`config.mk`:
```
export PLATFORM = sky130hd
export DESIGN_NAME = svl_ctrl
export DESIGN_NICKNAME = d
export VERILOG_FILES = /design/src/svl_pkg.sv /design/src/svl_ctrl.sv
export SDC_FILE = /design/constraint.sdc
export NUM_CORES = 1
export LEC_CHECK = 0
export BUFFER_PORTS_ARGS = -buffer_cell sky130_fd_sc_hd__buf_2
export CELL_PAD_IN_SITES_DETAIL_PLACEMENT = 0
export CELL_PAD_IN_SITES_GLOBAL_PLACEMENT = 1
export CORE_AREA = 4 4 86 88
export CTS_CLUSTER_DIAMETER = 30
export DETAILED_ROUTE_END_ITERATION = 12
export DIE_AREA = 0 0 90 92
export HOLD_SLACK_MARGIN = 0.05
export PLACE_DENSITY_LB_ADDON = 0.1
export SYNTH_ARGS = -nofsm -noshare
export SYNTH_HDL_FRONTEND = slang
export SYNTH_SLANG_ARGS = --single-unit
```
`constraint.sdc`:
```
create_clock -name clk -period 5.59 [get_ports clk]
set_input_delay 0.2795 -clock clk [delete_from_list [all_inputs] [get_ports clk]]
set_output_delay 0.2795 -clock clk [all_outputs]
set_load 0.03 [all_outputs]
```
`src/svl_pkg.sv`:
```
/*
 package of the supply level detector control: register offsets, field positions,
 reset values, timing figures and carrier types.
 assumes a single 125 MHz clock domain and a plain strobe register port.
*/
//
// Behaviour
// - ext select 0 feeds divider from supply; 1 routes analog pin to divider.
// - sleep disables both supply detection and converter functions.
// - start written 1 begins comparison at next 8 kHz tap falling edge, about 260 us.
// - busy stays high from the start write until comparison ends.
// - single-shot result ready within 3.125 periods of the 8 kHz tap.
// - end of comparison raises irq only if input below level and mask set.
// - result reads 0 for below the level, 1 for above.
// - result keeps old value until a new comparison completes.
// - reading the second irq request register clears the level irq flag.
// - 4-bit level select picks one of 16 taps, 0.5 V plus n times 150 mV.
// - continuous enable keeps comparator powered, compares each 16 kHz tap period.
// - after continuous enable, busy stays high until settled; software waits.
// - continuous mode raises level irq whenever input falls below the level.
// - clearing continuous enable stops comparisons and powers down the path.
// - analog pin digital input is blocked while used as converter input.
// - control bit3 ext select/result, bit2 start/busy, bit1 continuous, bit0 watchdog off.
// - during power-on reset the supply is checked at level 5 or 9 before release.
// - writing 1 to an irq flag clears only that flag.
// - irq flag sets on request rising edge or at a single-shot end below the level, while its mask is 1.
package svl_pkg;
    // ****************************************
    // register map
    // ****************************************
    localparam logic [3:0] SVL_ADDR_CONTROL = 4'h0;
    localparam logic [3:0] SVL_ADDR_LEVEL = 4'h1;
    localparam logic [3:0] SVL_ADDR_IRQ2 = 4'h2;
    localparam logic [3:0] SVL_ADDR_MASK2 = 4'h3;
    localparam logic [3:0] SVL_ADDR_MISC = 4'h4;

    localparam int SVL_BIT_EXT = 3;
    localparam int SVL_BIT_START = 2;
    localparam int SVL_BIT_CONT = 1;
    localparam int SVL_BIT_WDOFF = 0;
    localparam int SVL_BIT_IRQ = 1;
    localparam int SVL_BIT_PULL = 0;

    localparam logic [3:0] SVL_LEVEL_RESET = 4'h5;
    localparam logic [3:0] SVL_LEVEL_POR_LOW = 4'h5;
    localparam logic [3:0] SVL_LEVEL_POR_HIGH = 4'h9;
    localparam logic SVL_WDOFF_RESET = 1'b0;

    // ****************************************
    // timing
    // ****************************************
    localparam int SVL_CLK_MHZ = 125;
    localparam int SVL_MEASURE_NS = 260000;
    localparam int SVL_MEASURE_CYC = SVL_MEASURE_NS * SVL_CLK_MHZ / 1000;
    localparam int SVL_SETTLE_NS = 260000;
    localparam int SVL_SETTLE_CYC = SVL_SETTLE_NS * SVL_CLK_MHZ / 1000;

    typedef struct packed {
        logic [3:0] addr;
        logic [3:0] wdata;
        logic wr;
        logic rd;
    } svl_bus_t;

    typedef struct packed {
        logic power;
        logic sel_ext;
        logic [3:0] tap;
    } svl_analog_t;
endpackage

```
`src/svl_ctrl.sv`:
```
/*
 control of the supply level detector and 4-bit converter.
 assumes prescaler taps and comparator output synchronous to clk; timing counters
 are parameters so simulation can shorten them.
*/
// The address-and-strobe port and the placing of the registers were chosen for this implementation.
`timescale 1ns/1ps
module svl_ctrl #(
    parameter int MEASURE_CYC = svl_pkg::SVL_MEASURE_CYC,
    parameter int SETTLE_CYC = svl_pkg::SVL_SETTLE_CYC
) (
    input wire logic clk,
    input wire logic reset,
    input wire logic clk_en,
    input wire svl_pkg::svl_bus_t bus,
    output logic [3:0] rdata,
    input wire logic sleep,
    input wire logic por_active,
    input wire logic por_high_level,
    input wire logic prescaler_tap_8khz,
    input wire logic prescaler_tap_16khz,
    input wire logic comp_above,
    input wire logic analog_port_pin_in,
    output logic analog_port_pin_digital,
    output svl_pkg::svl_analog_t analog,
    output logic pull_remove_analog_pin,
    output logic watchdog_disable,
    output logic por_supply_ok,
    output logic level_irq_flag
);
    // ****************************************
    // registers
    // ****************************************
    typedef enum logic [1:0] {SVL_IDLE, SVL_WAIT_EDGE, SVL_MEASURE, SVL_SETTLE} svl_state_t;
    svl_state_t state;
    logic external_input_select;
    logic continuous_compare_enable;
    logic [3:0] level_select;
    logic level_irq_mask;
    logic compare_result;
    logic [31:0] count;
    logic tap8_q;
    logic tap16_q;
    logic cont_ready;
    logic irq_req;
    logic irq_req_q;
    logic done_below;

    wire logic wr_ctl = bus.wr && bus.addr == svl_pkg::SVL_ADDR_CONTROL;
    wire logic start_req = wr_ctl && bus.wdata[svl_pkg::SVL_BIT_START];
    wire logic tap8_fall = tap8_q && !prescaler_tap_8khz;
    wire logic tap16_rise = !tap16_q && prescaler_tap_16khz;
    wire logic measure_busy = state != SVL_IDLE;
    wire logic meas_done = state == SVL_MEASURE && count == 32'h0000_0000;
    wire logic cont_sample = continuous_compare_enable && cont_ready && tap16_rise && !sleep;
    wire logic irq2_read = bus.rd && bus.addr == svl_pkg::SVL_ADDR_IRQ2;

    // ****************************************
    // software registers
    // ****************************************
    always_ff @(posedge clk or posedge reset)
    begin
        if (reset)
        begin
            external_input_select <= 1'b0;
            continuous_compare_enable <= 1'b0;
            watchdog_disable <= svl_pkg::SVL_WDOFF_RESET;
            level_select <= svl_pkg::SVL_LEVEL_RESET;
            level_irq_mask <= 1'b0;
            pull_remove_analog_pin <= 1'b0;
        end
        else if (clk_en && bus.wr)
        begin
            if (bus.addr == svl_pkg::SVL_ADDR_CONTROL)
            begin
                external_input_select <= bus.wdata[svl_pkg::SVL_BIT_EXT];
                continuous_compare_enable <= bus.wdata[svl_pkg::SVL_BIT_CONT];
                watchdog_disable <= bus.wdata[svl_pkg::SVL_BIT_WDOFF];
            end
            else if (bus.addr == svl_pkg::SVL_ADDR_LEVEL)
            begin
                level_select <= bus.wdata;
            end
            else if (bus.addr == svl_pkg::SVL_ADDR_MASK2)
            begin
                level_irq_mask <= bus.wdata[svl_pkg::SVL_BIT_IRQ];
            end
            else if (bus.addr == svl_pkg::SVL_ADDR_MISC)
            begin
                pull_remove_analog_pin <= bus.wdata[svl_pkg::SVL_BIT_PULL];
            end
        end
    end

    // ****************************************
    // edge detection of prescaler taps
    // ****************************************
    always_ff @(posedge clk or posedge reset)
    begin
        if (reset)
        begin
            tap8_q <= 1'b0;
            tap16_q <= 1'b0;
        end
        else if (clk_en)
        begin
            tap8_q <= prescaler_tap_8khz;
            tap16_q <= prescaler_tap_16khz;
        end
    end

    // ****************************************
    // measurement sequencer
    // ****************************************
    // settling after continuous enable reuses the busy flag
    always_ff @(posedge clk or posedge reset)
    begin
        if (reset)
        begin
            state <= SVL_IDLE;
            count <= 32'h0000_0000;
            cont_ready <= 1'b0;
        end
        else if (clk_en)
        begin
            if (sleep)
            begin
                state <= SVL_IDLE;
                cont_ready <= 1'b0;
            end
            else
            begin
                case (state)
                    SVL_IDLE:
                    begin
                        if (start_req)
                        begin
                            state <= SVL_WAIT_EDGE;
                        end
                        else if (continuous_compare_enable && !cont_ready)
                        begin
                            state <= SVL_SETTLE;
                            count <= 32'(SETTLE_CYC - 1);
                        end
                    end
                    SVL_WAIT_EDGE:
                    begin
                        // further start writes are ignored here
                        if (tap8_fall)
                        begin
                            state <= SVL_MEASURE;
                            count <= 32'(MEASURE_CYC - 1);
                        end
                    end
                    SVL_MEASURE:
                    begin
                        if (count == 32'h0000_0000)
                        begin
                            state <= SVL_IDLE;
                        end
                        else
                        begin
                            count <= count - 32'h0000_0001;
                        end
                    end
                    SVL_SETTLE:
                    begin
                        if (!continuous_compare_enable)
                        begin
                            state <= SVL_IDLE;
                        end
                        else if (count == 32'h0000_0000)
                        begin
                            state <= SVL_IDLE;
                            cont_ready <= 1'b1;
                        end
                        else
                        begin
                            count <= count - 32'h0000_0001;
                        end
                    end
                    default:
                    begin
                        state <= SVL_IDLE;
                    end
                endcase
                if (!continuous_compare_enable)
                begin
                    cont_ready <= 1'b0;
                end
            end
        end
    end

    // ****************************************
    // result and interrupt request
    // ****************************************
    always_ff @(posedge clk or posedge reset)
    begin
        if (reset)
        begin
            compare_result <= 1'b0;
            irq_req <= 1'b0;
            irq_req_q <= 1'b0;
        end
        else if (clk_en)
        begin
            irq_req_q <= irq_req;
            if (meas_done || cont_sample)
            begin
                compare_result <= comp_above;
                irq_req <= !comp_above;
            end
            else if (meas_done == 1'b0 && state == SVL_IDLE && !continuous_compare_enable)
            begin
                irq_req <= 1'b0;
            end
        end
    end

    // single shots need no fresh rising edge, so pulse when below
    assign done_below = (meas_done && !comp_above) || (irq_req && !irq_req_q);

    always_ff @(posedge clk or posedge reset)
    begin
        if (reset)
        begin
            level_irq_flag <= 1'b0;
        end
        else if (clk_en)
        begin
            if (done_below && level_irq_mask)
            begin
                level_irq_flag <= 1'b1; // set wins over clear
            end
            else if (irq2_read)
            begin
                level_irq_flag <= 1'b0;
            end
            else if (bus.wr && bus.addr == svl_pkg::SVL_ADDR_IRQ2 && bus.wdata[svl_pkg::SVL_BIT_IRQ])
            begin
                level_irq_flag <= 1'b0;
            end
        end
    end

    // ****************************************
    // power-on check
    // ****************************************
    always_ff @(posedge clk or posedge reset)
    begin
        if (reset)
        begin
            por_supply_ok <= 1'b0;
        end
        else if (clk_en)
        begin
            por_supply_ok <= por_active ? comp_above : 1'b1;
        end
    end

    // ****************************************
    // analog controls and read data
    // ****************************************
    always_comb
    begin
        analog.power = !sleep && (por_active || (measure_busy && state != SVL_WAIT_EDGE)
                       || continuous_compare_enable);
        analog.sel_ext = external_input_select && !por_active;
        if (por_active)
        begin
            analog.tap = por_high_level ? svl_pkg::SVL_LEVEL_POR_HIGH : svl_pkg::SVL_LEVEL_POR_LOW;
        end
        else
        begin
            analog.tap = level_select;
        end
    end

    // pin kept low to avoid floating logic input burning current
    assign analog_port_pin_digital = external_input_select ? 1'b0 : analog_port_pin_in;

    always_ff @(posedge clk or posedge reset)
    begin
        if (reset)
        begin
            rdata <= 4'h0;
        end
        else if (clk_en)
        begin
            rdata <= 4'h0;
            if (bus.rd)
            begin
                if (bus.addr == svl_pkg::SVL_ADDR_CONTROL)
                begin
                    rdata <= {compare_result, measure_busy || start_req, continuous_compare_enable,
                              watchdog_disable};
                end
                else if (bus.addr == svl_pkg::SVL_ADDR_LEVEL)
                begin
                    rdata <= level_select;
                end
                else if (bus.addr == svl_pkg::SVL_ADDR_IRQ2)
                begin
                    rdata <= {2'b00, level_irq_flag, 1'b0};
                end
                else if (bus.addr == svl_pkg::SVL_ADDR_MASK2)
                begin
                    rdata <= {2'b00, level_irq_mask, 1'b0};
                end
                else if (bus.addr == svl_pkg::SVL_ADDR_MISC)
                begin
                    rdata <= {3'b000, pull_remove_analog_pin};
                end
            end
        end
    end
endmodule

```
* Word level (Yosys, flattened, before mapping)
Cells that the tools add are included.
** Cells by class
- Add/subtract/negate cells :: 1
- Equal/unequal tests :: 16
- Mux-type cells :: 32
- Bitwise gates (word level) :: 5
- Reductions and logical operators :: 50
** Operators by type and width (number)
- 2-to-1 mux 32 bit :: 5
- one-hot mux 32 bit (4 select lines) :: 1
- logical NOT 32 bit :: 1
- subtractor 32 x 1 -> 32 bit (second input constant) :: 1
- logical AND 1 bit :: 21
- 2-to-1 mux 4 bit :: 5
- 2-to-1 mux 2 bit :: 8
- 2-to-1 mux 1 bit :: 12
- AND reduction 3 bit :: 3
- equality test 4 x 2 -> 1 bit (second input constant) :: 2
- logical NOT 1 bit :: 8
- != test 2 bit (second input constant) :: 4
- one-hot mux 2 bit (4 select lines) :: 1
- AND reduction 2 bit :: 4
- != test 3 x 2 -> 1 bit (second input constant) :: 2
- AND reduction 6 bit :: 1
- logical OR 1 bit :: 5
- NOT 1 bit :: 5
- AND reduction 5 bit :: 1
- equality test 2 bit (second input constant) :: 2
- equality test 4 x 1 -> 1 bit (second input constant) :: 1
- equality test 4 x 3 -> 1 bit (second input constant) :: 1
- logical NOT 4 bit :: 1
- != test 4 bit (second input constant) :: 1
- other kinds (7) :: 8
** Word-level totals
- Flip-flop bits (word level) :: 55
- Bits of input ports :: 20
- Word-level logic and storage cells :: 121

* Longest topological paths before layout
- Depth in word-level cells :: 7
- Depth in mapped cells :: 8
- Mapped depth without buffers :: 7

* Worst setup path before layout
No wires, ideal clock.
- Kind :: flip-flop to flip-flop
- Start point :: register count[23]
- End point :: register count[6]
- Arrival time :: 2334 ps
- Setup slack :: 3099 ps
- Cell stages (with the launch flop) :: 7
- Buffers on the path :: 1
- Cell sequence :: dfrtp_1 -> or4_4 -> or4_4 -> or4_4 -> buf_6 -> a31oi_1 -> a41oi_1
** Between the ends
- Cells in the longest elaborated chain, start to end :: 4
** RTL lines
- start: declaration :: RTL line svl_ctrl.sv:41 : logic [31:0] count;
- start signal: assignment :: RTL line svl_ctrl.sv:143 : count <= 32'(SETTLE_CYC - 1);
- start signal: assignment :: RTL line svl_ctrl.sv:152 : count <= 32'(MEASURE_CYC - 1);
- start signal: assignment :: RTL line svl_ctrl.sv:163 : count <= count - 32'h0000_0001;
- logical NOT 32 bit * :: RTL line svl_ctrl.sv:157, svl_ctrl.sv:172
- 2-to-1 mux 32 bit *
- 2-to-1 mux 32 bit
- one-hot mux 32 bit (4 select lines) *
Mark *: on every way between the ends. The rest lies on a longest branch, timed or not. The select of a mux whose other input is x is not followed.
A chain may end at the register's enable or synchronous reset.

* Final worst setup path
- Start point :: register state[1]
- End point :: register count[6]
** Between the ends
- Cells in the longest elaborated chain, start to end :: 3
** RTL lines
- start: declaration :: RTL line svl_ctrl.sv:35 : svl_state_t state;
- start signal: assignment :: RTL line svl_ctrl.sv:120 : state <= SVL_IDLE;
- start signal: assignment :: RTL line svl_ctrl.sv:128 : state <= SVL_IDLE;
- start signal: assignment :: RTL line svl_ctrl.sv:138 : state <= SVL_WAIT_EDGE;
- equality test 2 x 1 -> 1 bit (tied with other cells) :: RTL line svl_ctrl.sv:133 : case (state)
- != test 2 bit (no source line)
- AND reduction 6 bit (no source line)
Several ways; a longest one is shown, not always the timed one.

==> run_results.csv <==
group,metric,value,unit
status,run_status,"completed",
timing,finalCriticalPeriod,2.903,ns
yosys,synth_area_leader_cell,"dfrtp_1",
placed_design,buffer_ports.inserted,34,
timing,fin_tns_setup,0,ns
clock_network,cts.clk_slew.worst_paths,0.11,ns
clock_network,clock-sinks,55,
route,drt_iter0_drc,228,
clock_network,cts_hold_buffers,0,
yosys,synth_cell_types,58,
cells_and_area,finish.cell_count_without_fillers,433,
timing,max_slew.worst_pin.slew,0.9924,ns
route,antenna_left,0,
yosys,number_of_enable_flip_flop_cells_after_synthesis,0,
yosys,post_synth_most_frequent_cells,"dfrtp_1, nor2_1, a21oi_1",
yosys,synth-async-reset-ratio,100.0,%
pwr,ir_drop,137.3,µV
grt,grt_pass1_vias,2573,
timing,report.final.hold_viol_count,0,
cells_and_area,area_delta_synth_final,9.363,%
route,drc,0,
timing,fin_ws,2.687,ns
cells_and_area,num_antenna_cells,0,
pwr,p_per_area,264.7,nW/µm²
yosys,synth_fp_nets,349,
floorplan,num_rows,30,
yosys,yosys_warnings,0,
floorplan,die_y,92,µm
clock_network,cts_tree,"built",
pwr,finalPower,0.9208,mW
floorplan,design.portCount,35,
grt,grt_start_max_net_pins,56,
yosys,synth_area,3181,µm²
timing,rsz0062_at_grt,"no",
cells_and_area,fin_area,3478,µm²
worst_setup_path,ff2ff_setup_slack,2.69,ns
cells_and_area,nets,373,
clock_network,clk_root_buffer_cell,"clkbuf_8",
placed_design,dpl_cell_area,3386,µm²
pwr,pwr-share-seq,52.6,%
worst_setup_path,cp.required,5.76,ns
worst_setup_path,worstRegToRegCells,5,
yosys,netlist_instances,328,
pwr,power.clock.fraction,25.3,%
worst_setup_path,start_kind,"register",
clock_network,clkLatencyLatePin,0.32,ns
clock_network,cts_buffer_depth,2,
route,wirelength,7.592,mm
pwr,cellLeakagePower,1.409,nW
timing,final_setup_skew,0.007989,ns
floorplan,overall_die_width,90,µm
yosys,synth_area_leaders,"dfrtp_1, mux2_2, or4_1, o31ai_1, a31oi_1",
hold_path,timing.hold.worst.class,"in2async",
yosys,synth-seq-area-share,43.35,%
route,num_vias,2702,
pwr,p_int,0.6089,mW
timing,layout_worst_path_cycle_share,51.93,%
worst_setup_path,path_class,"reg2reg",
route,detail_route.vias_per_cell,6.240,
worst_setup_path,worstReg2RegStart,"state[1]",
yosys,post-synth-top-count-cell,"dfrtp_1",
placed_design,detailed_place_hpwl,5.332,mm
timing,max_clock_freq,344.5,MHz
placed_design,placed_cells,425,
timing,timing.max_slew.rel_slack,33.33,%
worst_setup_path,timing.critical_path.arrival,3.08,ns
route,drt-wirelength-per-cell,17.53,µm
flow_run,drv_cap,0,
clock_network,cts.repair_timing.setup_buffer_count,0,
clock_network,htree_num_levels,2,
pwr,switchingPower,0.3120,mW
floorplan,dieArea,8280,µm²
worst_setup_path,timing.rr.end,"count[6]",
yosys,synth_top_cell_area_share,41.70,%
floorplan,starting_density_of_the_core,47.87,%
grt,grt_util_all_layers,18.95,%
pwr,combinationalPowerShare,22.1,%
placed_design,worst_slack_placed,2.682,ns
clock_network,cts_made_buffers,5,
worst_setup_path,end_kind,"register",
grt,gr-total-overflow,0,
timing,setup_viol,0,
yosys,postSynthRegisterBits,55,
grt,number_of_antenna_violations_at_the_first_check_in_global_routing,0,
yosys,synth_area_per_cell,9.697,µm²
route,detailed_routing_iterations_pass_1,5,
pwr,switching_share,33.88,%
yosys,dominant_synthesized_flop_cell,"dfrtp_1",
worst_setup_path,cp_max_fo,21,
cells_and_area,share_of_layout_cells_above_drive_strength_1,23.80,%
timing,drv_slew,0,
clock_network,cts_resized,0,
floorplan,core-area,6644,µm²
placed_design,finalWeightedCongestion,0.8346,
grt,wire_length_of_the_first_global_routing_pass,12.99,mm
[how the worst max path moves through the flow]
stage                     startpoint  endpoint  slack (ns)  cells after the start
after floorplan            count[23]  count[6]        3.10                      6
after detailed placement    state[1]  count[6]        2.68                      5
after global placement      state[1]  count[6]        2.79                      5
after CTS                   state[1]  count[6]        2.65                      5
after global routing        state[1]  count[6]        2.27                      5
final                       state[1]  count[6]        2.69                      5
[cells by family (layout without fill, tap and decap cells)]
family          after synthesis  in the layout  share of synthesized area (%)
fa+ha+maj                     1              1                         0.3933
compound gates               89             89                          18.45
xor+xnor                      1              1                         0.2754
mux                          18             18                          6.648
flops                        55             55                          43.35
simple gates                133            133                          26.48
buf+inv                      31             56                          4.406
[flip-flops by register name (all words and copies together), names as in the netlist]
name / flops
external_input_select: 1
level_irq_mask: 1
irq_req: 1
level_select: 4
continuous_compare_enable: 1
level_irq_flag: 1
pull_remove_analog_pin: 1
por_supply_ok: 1
tap8_q: 1
cont_ready: 1
state: 2
compare_result: 1
watchdog_disable: 1
irq_req_q: 1
tap16_q: 1
rdata: 4
count: 32
[layout make-up]
cell class	instances	area [µm²]
clock buffers	5	68.82
well taps	80	100.1
inverters	11	41.29
clock inverters	3	23.77
multi-input cells	242	1673
fillers	618	3166
repair buffers	37	192.7
flip-flops and latches	55	1379
[power by group through the flow]
stage                     logic (mW)  registers (mW)  clock network, mW
after floorplan                0.157           0.479                  0
after global placement         0.202           0.492                  0
after detailed placement       0.205           0.492                  0
after CTS                      0.206           0.484              0.237
after global routing           0.230           0.493              0.257
final                          0.204           0.484              0.233
[worst max-delay path, stage by stage (launching register included)]
cell and delay, ns:
dfrtp_1 0.59, nor3b_1 0.41, o21ai_2 0.16, or2_1 0.50
nor3_1 0.90, a41oi_1 0.20
[per-stage QoR]
step	hold WS [ns]	util [%]
2_1_floorplan	0.3693	-
5_1_grt	0.1793	52.35
3_3_place_gp	0.4764	50.96
6_report	0.1414	52.35
4_1_cts	0.1674	52.35
3_5_place_dp	0.4714	50.96
[cells in the final DEF, fill, tap and decap left out, drive strengths merged, types with 2 or more instances in the layout]
cell type,netlist,routed
dfrtp,53,53
buf,9,37
nor2,20,20
or4,20,20
a21oi,19,19
o21ai,17,17
a31oi,16,16
o31ai,16,16
mux2,15,15
inv,11,12
nand2,11,11
nor3,11,11
or3,11,11
nor4,9,9
nand3,7,7
o41ai,7,7
or2,7,7
nor2b,6,6
or4b,6,6
nand2b,5,5
clkbuf,11,5
nor3b,3,3
o211ai,3,3
nand3b,3,3
and3,3,3
and2b,2,2
and4,2,2
a22o,2,2
mux2i,2,2
nand4b,2,2
clkinvlp,0,2
dfstp,2,2
nand4,2,2
[routing by layer]
layer  routed length [µm]  GRT usage, %
met4                   78         4.719
met3                  249         2.543
met2                 3517         28.69
met1                 3746         28.63
met5                    0             0
Power figures use the tool's default switching activity.
